`config.mk`:
```
export PLATFORM = sky130hd
export DESIGN_NAME = sbp_port
export DESIGN_NICKNAME = d
export VERILOG_FILES = /design/src/core/sbp_pkg.sv /design/src/core/sbp_port.sv /design/src/core/sbp_pin_mux.sv
export SDC_FILE = /design/constraint.sdc
export NUM_CORES = 1
export LEC_CHECK = 0
export BUFFER_PORTS_ARGS = -buffer_cell sky130_fd_sc_hd__buf_2
export CAP_MARGIN = 20
export CORE_MARGIN = 2
export CORE_UTILIZATION = 40
export CTS_CLUSTER_SIZE = 30
export DETAILED_ROUTE_END_ITERATION = 8
export PLACE_DENSITY = 0.69
export SKIP_CTS_REPAIR_TIMING = 1
export SYNTH_ARGS = -nofsm -noshare
export SYNTH_HDL_FRONTEND = slang
export SYNTH_SLANG_ARGS = --single-unit
```
`constraint.sdc`:
```
create_clock -name aclk -period 1.55 [get_ports aclk]
set_input_delay 0.0775 -clock aclk [delete_from_list [all_inputs] [get_ports aclk]]
set_output_delay 0.0775 -clock aclk [all_outputs]
set_load 0.05 [all_outputs]
```
`src/core/sbp_pkg.sv`:
```
package sbp_pkg;

    // Register byte addresses (one aligned word each)
    localparam logic [7:0] ADDR_PIN_DIRECTION = 8'h00;
    localparam logic [7:0] ADDR_OUTPUT_LATCH  = 8'h04;
    localparam logic [7:0] ADDR_PIN_LEVEL     = 8'h08;
    localparam logic [7:0] ADDR_ALT_CTRL      = 8'h0C;

    // Port geometry
    localparam int         PORT_W  = 6;
    localparam int         ADDR_W  = 8;

    // Reset values
    localparam logic [5:0] DIR_RST   = 6'h00;
    localparam logic [5:0] LATCH_RST = 6'h00;
    localparam logic [9:0] ALT_RST   = 10'h000;

    // Alternate-control register field positions
    localparam int ALT_DMA_PIN_SEL = 0;
    localparam int ALT_SAE_CH0     = 1;
    localparam int ALT_SAE_CH1     = 2;
    localparam int ALT_TEE_CH1     = 3;
    localparam int ALT_IRQ_SEL_11  = 4;
    localparam int ALT_IRQ_SEL_12  = 5;
    localparam int ALT_IRQ_SEL_13  = 6;
    localparam int ALT_W           = 10;

    // Pin indices
    localparam int PIN_TRANSFER_END_OUT_1 = 3;
    localparam int PIN_ACK0  = 4;
    localparam int PIN_ACK1  = 5;

    // AXI responses
    localparam logic [1:0] RESP_OKAY   = 2'h0;
    localparam logic [1:0] RESP_SLVERR = 2'h2;

endpackage

```
`src/core/sbp_port.sv`:
```
`timescale 1ns/1ns
module sbp_port (
    // Clock and reset
    input  wire logic        aclk,
    input  wire logic        aresetn,
    // AXI4-Lite write address
    input  wire logic [7:0]  s_axi_awaddr,
    input  wire logic        s_axi_awvalid,
    output logic             s_axi_awready,
    // AXI4-Lite write data
    input  wire logic [31:0] s_axi_wdata,
    input  wire logic [3:0]  s_axi_wstrb,
    input  wire logic        s_axi_wvalid,
    output logic             s_axi_wready,
    // AXI4-Lite write response
    output logic [1:0]       s_axi_bresp,
    output logic             s_axi_bvalid,
    input  wire logic        s_axi_bready,
    // AXI4-Lite read address
    input  wire logic [7:0]  s_axi_araddr,
    input  wire logic        s_axi_arvalid,
    output logic             s_axi_arready,
    // AXI4-Lite read data
    output logic [31:0]      s_axi_rdata,
    output logic [1:0]       s_axi_rresp,
    output logic             s_axi_rvalid,
    input  wire logic        s_axi_rready,
    // Timer and DMA controls from neighbouring blocks
    input  wire logic [3:0]  timer_output_select_0,
    input  wire logic [3:0]  timer_output_select_1,
    input  wire logic        timer_compare_out_0,
    input  wire logic        timer_compare_out_1,
    input  wire logic        dma_ack_out_0,
    input  wire logic        dma_ack_out_1,
    input  wire logic        transfer_end_out_1,
    // Port pins
    input  wire logic [5:0]  pin_i,
    output logic [5:0]       pin_o,
    output logic [5:0]       pin_oe,
    // Inputs toward interrupt controller and timer
    output logic             ext_irq_11,
    output logic             ext_irq_12,
    output logic             ext_irq_13,
    output logic             timer_ext_clock_in_1
);

    typedef struct packed {
        logic [5:0]  dir;
        logic [5:0]  latch;
        logic [9:0]  alt;
        logic        aw_got;
        logic [7:0]  aw_addr;
        logic        w_got;
        logic [31:0] w_data;
        logic [3:0]  w_strb;
        logic        bvalid;
        logic [1:0]  bresp;
        logic        rvalid;
        logic [31:0] rdata;
        logic [1:0]  rresp;
    } sbp_state_t;

    sbp_state_t st_r;
    sbp_state_t st_nxt;

    logic [5:0] level_view;
    logic       wr_fire;
    logic       rd_fire;

    // Readback mixes latch for outputs and pins for inputs
    assign level_view = (st_r.dir & st_r.latch) | (~st_r.dir & pin_i);

    assign s_axi_awready = !st_r.aw_got && !st_r.bvalid;
    assign s_axi_wready  = !st_r.w_got && !st_r.bvalid;
    assign s_axi_arready = !st_r.rvalid;
    assign s_axi_bvalid  = st_r.bvalid;
    assign s_axi_bresp   = st_r.bresp;
    assign s_axi_rvalid  = st_r.rvalid;
    assign s_axi_rdata   = st_r.rdata;
    assign s_axi_rresp   = st_r.rresp;

    assign rd_fire = s_axi_arvalid && s_axi_arready;
    assign wr_fire = (st_r.aw_got || (s_axi_awvalid && s_axi_awready))
                  && (st_r.w_got || (s_axi_wvalid && s_axi_wready));

    always_comb begin
        logic [7:0]  waddr;
        logic [31:0] wdata;
        logic [3:0]  wstrb;
        waddr  = 8'h00;
        wdata  = 32'h0000_0000;
        wstrb  = 4'h0;
        st_nxt = st_r;

        // Write channel: address and data may arrive in either order
        if (s_axi_awvalid && s_axi_awready) begin
            st_nxt.aw_got  = 1'b1;
            st_nxt.aw_addr = s_axi_awaddr;
        end
        if (s_axi_wvalid && s_axi_wready) begin
            st_nxt.w_got  = 1'b1;
            st_nxt.w_data = s_axi_wdata;
            st_nxt.w_strb = s_axi_wstrb;
        end
        waddr = st_r.aw_got ? st_r.aw_addr : s_axi_awaddr;
        wdata = st_r.w_got ? st_r.w_data : s_axi_wdata;
        wstrb = st_r.w_got ? st_r.w_strb : s_axi_wstrb;
        if (wr_fire) begin
            st_nxt.aw_got = 1'b0;
            st_nxt.w_got  = 1'b0;
            st_nxt.bvalid = 1'b1;
            st_nxt.bresp  = sbp_pkg::RESP_OKAY;
            // Lane 0 carries the port bits and lane 1 alt bits 9:8; upper bits are dropped
            unique case ({waddr[7:2], 2'b00})
                sbp_pkg::ADDR_PIN_DIRECTION: begin
                    if (wstrb[0]) begin
                        st_nxt.dir = wdata[5:0];
                    end
                end
                sbp_pkg::ADDR_OUTPUT_LATCH: begin
                    if (wstrb[0]) begin
                        st_nxt.latch = wdata[5:0];
                    end
                end
                sbp_pkg::ADDR_PIN_LEVEL: begin
                    st_nxt.bresp = sbp_pkg::RESP_OKAY;
                end
                sbp_pkg::ADDR_ALT_CTRL: begin
                    if (wstrb[0]) begin
                        st_nxt.alt[7:0] = wdata[7:0];
                    end
                    if (wstrb[1]) begin
                        st_nxt.alt[9:8] = wdata[9:8];
                    end
                end
                default: begin
                    st_nxt.bresp = sbp_pkg::RESP_SLVERR;
                end
            endcase
        end
        if (st_r.bvalid && s_axi_bready) begin
            st_nxt.bvalid = 1'b0;
        end

        // Read channel
        if (rd_fire) begin
            st_nxt.rvalid = 1'b1;
            st_nxt.rresp  = sbp_pkg::RESP_OKAY;
            st_nxt.rdata  = 32'h0000_0000;
            unique case ({s_axi_araddr[7:2], 2'b00})
                sbp_pkg::ADDR_PIN_DIRECTION: begin
                    st_nxt.rdata = 32'h0000_0000;
                end
                sbp_pkg::ADDR_OUTPUT_LATCH: begin
                    st_nxt.rdata = {26'h0, st_r.latch};
                end
                sbp_pkg::ADDR_PIN_LEVEL: begin
                    st_nxt.rdata = {26'h0, level_view};
                end
                sbp_pkg::ADDR_ALT_CTRL: begin
                    st_nxt.rdata = {22'h0, st_r.alt};
                end
                default: begin
                    st_nxt.rresp = sbp_pkg::RESP_SLVERR;
                end
            endcase
        end else if (st_r.rvalid && s_axi_rready) begin
            st_nxt.rvalid = 1'b0;
        end
    end

    always_ff @(posedge aclk) begin
        if (!aresetn) begin
            st_r       <= '0;
            st_r.dir   <= sbp_pkg::DIR_RST;
            st_r.latch <= sbp_pkg::LATCH_RST;
            st_r.alt   <= sbp_pkg::ALT_RST;
        end else begin
            st_r <= st_nxt;
        end
    end

    sbp_pin_mux u_mux (
        .pin_direction               (st_r.dir),
        .output_latch                (st_r.latch),
        .dma_pin_select              (st_r.alt[sbp_pkg::ALT_DMA_PIN_SEL]),
        .single_address_enable_ch0   (st_r.alt[sbp_pkg::ALT_SAE_CH0]),
        .single_address_enable_ch1   (st_r.alt[sbp_pkg::ALT_SAE_CH1]),
        .transfer_end_out_enable_ch1 (st_r.alt[sbp_pkg::ALT_TEE_CH1]),
        .timer_output_select_0       (timer_output_select_0),
        .timer_output_select_1       (timer_output_select_1),
        .timer_compare_out_0         (timer_compare_out_0),
        .timer_compare_out_1         (timer_compare_out_1),
        .dma_ack_out_0               (dma_ack_out_0),
        .dma_ack_out_1               (dma_ack_out_1),
        .transfer_end_out_1          (transfer_end_out_1),
        .pin_o                       (pin_o),
        .pin_oe                      (pin_oe)
    );

    // Interrupt taps follow the pin whatever drives it; 1 parks the line high
    logic [2:0] irq_tap;
    for (genvar g = 0; g < 3; g++) begin : g_irq_tap
        assign irq_tap[g] = st_r.alt[sbp_pkg::ALT_IRQ_SEL_11 + g] ? 1'b1
                          : pin_i[sbp_pkg::PIN_TRANSFER_END_OUT_1 + g];
    end
    assign ext_irq_11 = irq_tap[0];
    assign ext_irq_12 = irq_tap[1];
    assign ext_irq_13 = irq_tap[2];
    assign timer_ext_clock_in_1 = pin_i[3];

endmodule

```
`src/core/sbp_pin_mux.sv`:
```
`timescale 1ns/1ns
module sbp_pin_mux (
    // Configuration
    input  wire logic [5:0] pin_direction,
    input  wire logic [5:0] output_latch,
    input  wire logic       dma_pin_select,
    input  wire logic       single_address_enable_ch0,
    input  wire logic       single_address_enable_ch1,
    input  wire logic       transfer_end_out_enable_ch1,
    input  wire logic [3:0] timer_output_select_0,
    input  wire logic [3:0] timer_output_select_1,
    // Alternate sources
    input  wire logic       timer_compare_out_0,
    input  wire logic       timer_compare_out_1,
    input  wire logic       dma_ack_out_0,
    input  wire logic       dma_ack_out_1,
    input  wire logic       transfer_end_out_1,
    // Pin drive
    output logic [5:0]      pin_o,
    output logic [5:0]      pin_oe
);

    logic ack1_sel;
    logic ack0_sel;
    logic tend_sel;
    logic timer_compare_out_1_sel;
    logic timer_compare_out_0_sel;

    assign ack1_sel = single_address_enable_ch1 && !dma_pin_select;
    assign ack0_sel = single_address_enable_ch0 && !dma_pin_select;
    assign tend_sel = transfer_end_out_enable_ch1 && !dma_pin_select;
    assign timer_compare_out_1_sel = !ack1_sel && (timer_output_select_1 != 4'h0);
    assign timer_compare_out_0_sel = !ack0_sel && (timer_output_select_0 != 4'h0);

    always_comb begin
        // Plain GPIO by default; zero reset values leave drivers off except timer outputs on pins 4 and 5 when a timer output select is nonzero
        pin_o  = output_latch;
        pin_oe = pin_direction;
        if (ack1_sel) begin
            pin_o[sbp_pkg::PIN_ACK1]  = dma_ack_out_1;
            pin_oe[sbp_pkg::PIN_ACK1] = 1'b1;
        end else if (timer_compare_out_1_sel) begin
            pin_o[sbp_pkg::PIN_ACK1]  = timer_compare_out_1;
            pin_oe[sbp_pkg::PIN_ACK1] = 1'b1;
        end
        if (ack0_sel) begin
            pin_o[sbp_pkg::PIN_ACK0]  = dma_ack_out_0;
            pin_oe[sbp_pkg::PIN_ACK0] = 1'b1;
        end else if (timer_compare_out_0_sel) begin
            pin_o[sbp_pkg::PIN_ACK0]  = timer_compare_out_0;
            pin_oe[sbp_pkg::PIN_ACK0] = 1'b1;
        end
        if (tend_sel) begin
            pin_o[sbp_pkg::PIN_TRANSFER_END_OUT_1]  = transfer_end_out_1;
            pin_oe[sbp_pkg::PIN_TRANSFER_END_OUT_1] = 1'b1;
        end
    end

endmodule

```
==> impl_metrics.json, run 1 <==
{
  "overflow": 0,
  "p_leak_nw": 1.65,
  "crit_chain": "or4b_4 -> o22ai_4 -> nand4b_4 -> mux2i_1",
  "cts_tree": "done",
  "clockRootBuffer": "clkbuf_8",
  "nets": 477,
  "htree_num_levels": 2,
  "fp.dieArea_um2": 8250,
  "port_buffers": 82,
  "final_cell_mix": "buf_2 (80), nand2_1 (60), dfxtp_1 (50), mux2i_1 (33), conb_1 (24)",
  "dpl.cell_count": 490,
  "hold_ws_ps": 9.03,
  "initial_utilization_pct": 41.4,
  "clockBufferDepth": 2,
  "synthDistinctLibCells": 38,
  "powerDensity_nw_per_um2": 924,
  "synth_cells": 335,
  "async_reset_ff_share_pct": 0,
  "synth-edff-count": 0,
  "crit_slowest_cell": "or4b_4",
  "syn_avg_cell_area_um2": 9.00,
  "ys_ff_latch": 56,
  "dpl.hpwl_um": 4860,
  "die_w_um": 90.8,
  "antenna_left": 0,
  "drt_iter0_drc": 77,
  "total_power_w": 0.00320,
  "drive_gt1_share_pct": 32.5,
  "crit_fanout": 6,
  "crit_type": "reg -> reg",
  "synthesis.area_um2": 3020,
  "max_freq_mhz": 593,
  "n_antenna_cell": 0,
  "grt_pass1_vias": 2140,
  "grt_setup_unrepaired": "true",
  "period_needed_ps": 1690,
  "grt_start_max_net_pins": 41,
  "cts_inserted_buffers": 5,
  "grt_antenna_before_repair": 0,
  "fin_cells": 499,
  "layout_commonest_cell": "buf_2",
  "min_period_over_period_pct": 109,
  "fp-row-count": 31,
  "firstDrtPassIters": 5,
  "cp-end-kind": "flop",
  "grt_pass1_wl_um": 10100,
  "setup_viol": 22,
  "min_path_type": "in -> reg",
  "vias_per_cell": 4.73,
  "wl_per_cell_um": 12.3,
  "area_delta_synth_final_pct": 14.9,
  "drc": 0,
  "wl_um": 6140,
  "grt_usage_pct": 15.0,
  "violations": "negative setup slack",
  "clkTransAtPathRegs_ps": 100,
  "worstPathRequired_ps": 1750,
  "setup_ws_ps": -137,
  "finalHoldViolCount": 0,
  "io_pins": 135,
  "slowest_delay_ps": 540,
  "ys_warn_count": 0,
  "worst_ir_drop_vdd_mv": 0.391,
  "clock_sinks": 56,
  "cp-start-kind": "flop",
  "cp.arrival_ps": 1890,
  "synth_ff_type": "dfxtp_1",
  "placeableCoreArea_um2": 7290,
  "slew_viol_final": 0,
  "gp_congestion": 0.776,
  "synth_seq_area_share_pct": 37.2,
  "status": "complete, but fails checks",
  "clock_skew_ps": 7.35,
  "vias": 2358,
  "die_h_um": 90.8,
  "clkLatencyLatePin_ps": 310,
  "drv_cap": 0
}
==> final cells by class <==
class                           instances  area, µm²
Fill cell                             706       3820
Multi-Input combinational cell        235       1560
Sequential cell                        56       1130
Timing Repair Buffer                   93        513
Tap cell                               99        124
Clock buffer                            5       68.8
Clock inverter                          3       42.5
Inverter                                8       30.0
==> sequential cells by signal, indices dropped and copies added (netlist names) <==
| signal | count |
|---|---|
| s_axi_bvalid | 1 |
| s_axi_rresp | 1 |
| s_axi_rdata | 10 |
| s_axi_bresp | 1 |
| s_axi_rvalid | 1 |
| st_r | 42 |
==> worst paths after layout <==
path / start / to / slack (ps) / cells past startpoint
hold reg to reg: st_r[50] / st_r[50] / 460 / 2
hold / removal: s_axi_wdata[3] / st_r[45] / 9 / 3
setup reg to reg: st_r[80] / st_r[102] / -140 / 4
setup / recovery: st_r[80] / st_r[102] / -140 / 4
==> where the power goes <==
group          leakage, nW  total, W  internal, W  switching [W]
Clock               0.0541  0.000942     0.000478       0.000464
Combinational         1.14  0.000727     0.000245       0.000483
Sequential           0.458   0.00153      0.00149      0.0000390
Total                 1.65   0.00320      0.00222       0.000986
==> logic make-up after synthesis <==
group,after synthesis,synth area share (%)
buffers and inverters,67,14.6
flip-flops,56,37.2
multiplexers,42,14.3
AO/OA/AOI/OAI,57,14.1
AND/OR/NAND/NOR,112,19.7
other,1,0.124
==> routing by layer <==
metal,share of wire [%],vias to the layer above,GRT usage (%)
met2,46,80,24.3
met3,6.7,6,4.01
met4,1.6,0,5.30
li1,-,1204,-
met1,46,1068,19.2
met5,0,-,0
==> synthesized netlist by cell type, types with 2 or more instances <==
cell	n	share of area [%]
and2_1	3	0.62
mux2i_1	33	11
mux2_2	9	3.4
o211ai_1	4	1.0
or2_2	5	1.0
o21ai_0	4	0.66
o211a_1	4	1.3
dfxtp_1	56	37
a22o_1	6	1.7
nand2b_1	6	1.2
o22ai_1	7	1.5
nand2_1	60	7.5
a22oi_1	9	2.2
a21boi_0	13	3.2
or4_1	4	1.0
nor2b_1	15	3.1
buf_4	44	11
inv_1	8	1.0
clkbuf_1	11	1.4
a21oi_1	7	1.2
dlygate4sd1_1	3	0.87
or3_1	2	0.41
nor2_1	7	0.87
==> metrics by stage <==
step | setup WS [ps] | setup TNS (ps) | util [%] | instance area (µm²)
2_1_floorplan | -91.4 | -1850 | - | 3120
3_3_place_gp | -93.7 | -1580 | 45.7 | 3330
3_5_place_dp | -117 | -2240 | 45.7 | 3330
4_1_cts | -142 | -2530 | 47.3 | 3450
5_1_grt | -203 | -3700 | 47.5 | 3470
6_report | -137 | -2280 | 47.5 | 3470
==> worst max-delay path: cells and delay by family, from the launching register on <==
family / cells / cell delay (ps)
AND/OR/NAND/NOR: 2 / 780
multiplexers: 1 / 170
AO/OA/AOI/OAI: 1 / 290
flip-flops: 1 / 340
No activity file was read; power rests on OpenSTA's default activity.
==> run 2: changes to the inputs <==
--- a/config.mk
+++ b/config.mk
@@ -5,7 +5,7 @@
 export SDC_FILE = /design/constraint.sdc
 export NUM_CORES = 1
 export LEC_CHECK = 0
-export BUFFER_PORTS_ARGS = -buffer_cell sky130_fd_sc_hd__buf_2
+export BUFFER_PORTS_ARGS = -buffer_cell sky130_fd_sc_hd__buf_4
 export CAP_MARGIN = 20
 export CORE_MARGIN = 2
 export CORE_UTILIZATION = 40
==> impl_metrics.json, run 2 (synthesis results as in run 1) <==
{
  "finalInstanceArea_um2": 3660,
  "grt_setup_unrepaired": "true",
  "clkLatencyLatePin_ps": 310,
  "placeableCoreArea_um2": 7290,
  "worstPathRequired_ps": 1750,
  "powerDensity_nw_per_um2": 858,
  "gp_congestion": 0.767,
  "htree_num_levels": 2,
  "vias": 2366,
  "setup_ws_ps": -121,
  "largest_register_ffs": 42,
  "period_needed_ps": 1670,
  "cp-start-kind": "flop",
  "n_fill_cell": 688,
  "clockRootBuffer": "clkbuf_8",
  "fin_cells": 499,
  "place_area_um2": 3560,
  "fin_util_pct": 50.1,
  "min_period_over_period_pct": 108,
  "fp.dieArea_um2": 8250,
  "overflow": 0,
  "die_w_um": 90.8,
  "critPathBufInv": 0,
  "layout_commonest_cell": "buf_4",
  "fp-row-count": 31,
  "grt_antenna_before_repair": 0,
  "ff_latch_area_um2": 1120,
  "grt_usage_pct": 15.3,
  "final_cell_mix": "buf_4 (91), nand2_1 (59), dfxtp_1 (53), mux2i_1 (33), conb_1 (24)",
  "wl_per_cell_um": 12.6,
  "crit_chain": "or4b_4 -> o22ai_4 -> nand4b_4 -> mux2i_1",
  "dpl.cell_count": 491,
  "nets": 477,
  "grt_pass1_vias": 2224,
  "initial_utilization_pct": 41.4,
  "slowest_delay_ps": 540,
  "crit_fanout": 6,
  "worst_ir_drop_vdd_mv": 0.294,
  "drt_iter0_drc": 96,
  "grt_start_max_net_pins": 46,
  "drive_gt1_share_pct": 32.3,
  "drv_cap": 0,
  "cp-end-kind": "flop",
  "grt_pass1_wl_um": 10500,
  "die_h_um": 90.8,
  "area_delta_synth_final_pct": 21.2,
  "multi_input_comb_area_um2": 1560,
  "p_leak_nw": 1.72,
  "cts_inserted_buffers": 5,
  "finalHoldViolCount": 0,
  "drc": 0,
  "clockBufferDepth": 2,
  "antenna_left": 0,
  "status": "complete, but fails checks",
  "critical-path-top-delay-family": "simple AND/OR/NAND/NOR gates",
  "clkTransAtPathRegs_ps": 100,
  "wl_um": 6270,
  "port_buffers": 82,
  "clock_sinks": 56,
  "regMostFlops": "st_r",
  "vias_per_cell": 4.74,
  "cts_tree": "done",
  "slew_viol_final": 0,
  "min_path_type": "in -> reg",
  "n_antenna_cell": 0,
  "crit_type": "reg -> reg",
  "crit_slowest_cell": "or4b_4",
  "io_pins": 135,
  "dpl.hpwl_um": 4890,
  "cp.arrival_ps": 1870,
  "violations": "negative setup slack",
  "setup_viol": 22,
  "max_freq_mhz": 599,
  "clock_skew_ps": 13.1,
  "firstDrtPassIters": 4
}
==> run 2: changes by cell type in the layout (fill, tap and decap cells not counted), moves of 2 or more <==
cell      before  now
buf_2         80    0
buf_4          9   91
clkbuf_4       2    0
dfxtp_1       50   53
dfxtp_2        6    3
==> run 2: routing by layer <==
metal  track usage, %  vias to the layer above  part of all wire, %
li1                 -                     1205                    -
met1             20.8                     1075                   47
met4             4.17                        0                  1.1
met5                0                        -                    0
met3             3.26                        6                  6.6
met2             24.6                       80                   45
==> run 2: final timing paths <==
path / from / endpoint / slack, ps / cells after the start
setup / recovery: st_r[80] / st_r[100] / -120 / 4
hold / removal: s_axi_arvalid / s_axi_rvalid / 4 / 2
setup reg to reg: st_r[80] / st_r[100] / -120 / 4
hold reg to reg: st_r[49] / st_r[49] / 460 / 2
==> run 2: area by class of cell <==
type,instances,share of cell area [%]
clock inverter,3,0.616
inverter,8,0.821
tap,99,3.39
timing repair buffer,93,19.8
sequential,56,30.8
multi-input combinational,235,42.7
clock buffer,5,1.88
==> run 2: stage by stage <==
step	hold slack, ps	worst slack (ps)	setup TNS, ps	power (W)
2_1_floorplan	215	-91.4	-1850	0.00217
3_3_place_gp	313	-103	-1640	0.00235
3_5_place_dp	322	-129	-2190	0.00236
4_1_cts	-2.70	-148	-2590	0.00317
5_1_grt	2.34	-195	-3640	0.00330
6_report	3.81	-121	-2250	0.00314
==> run 2: power breakdown <==
group,internal [W],switching [W],total [W]
Combinational,0.000303,0.000487,0.000790
Clock,0.000325,0.000488,0.000813
Sequential,0.00149,0.0000411,0.00153
Total,0.00212,0.00102,0.00314
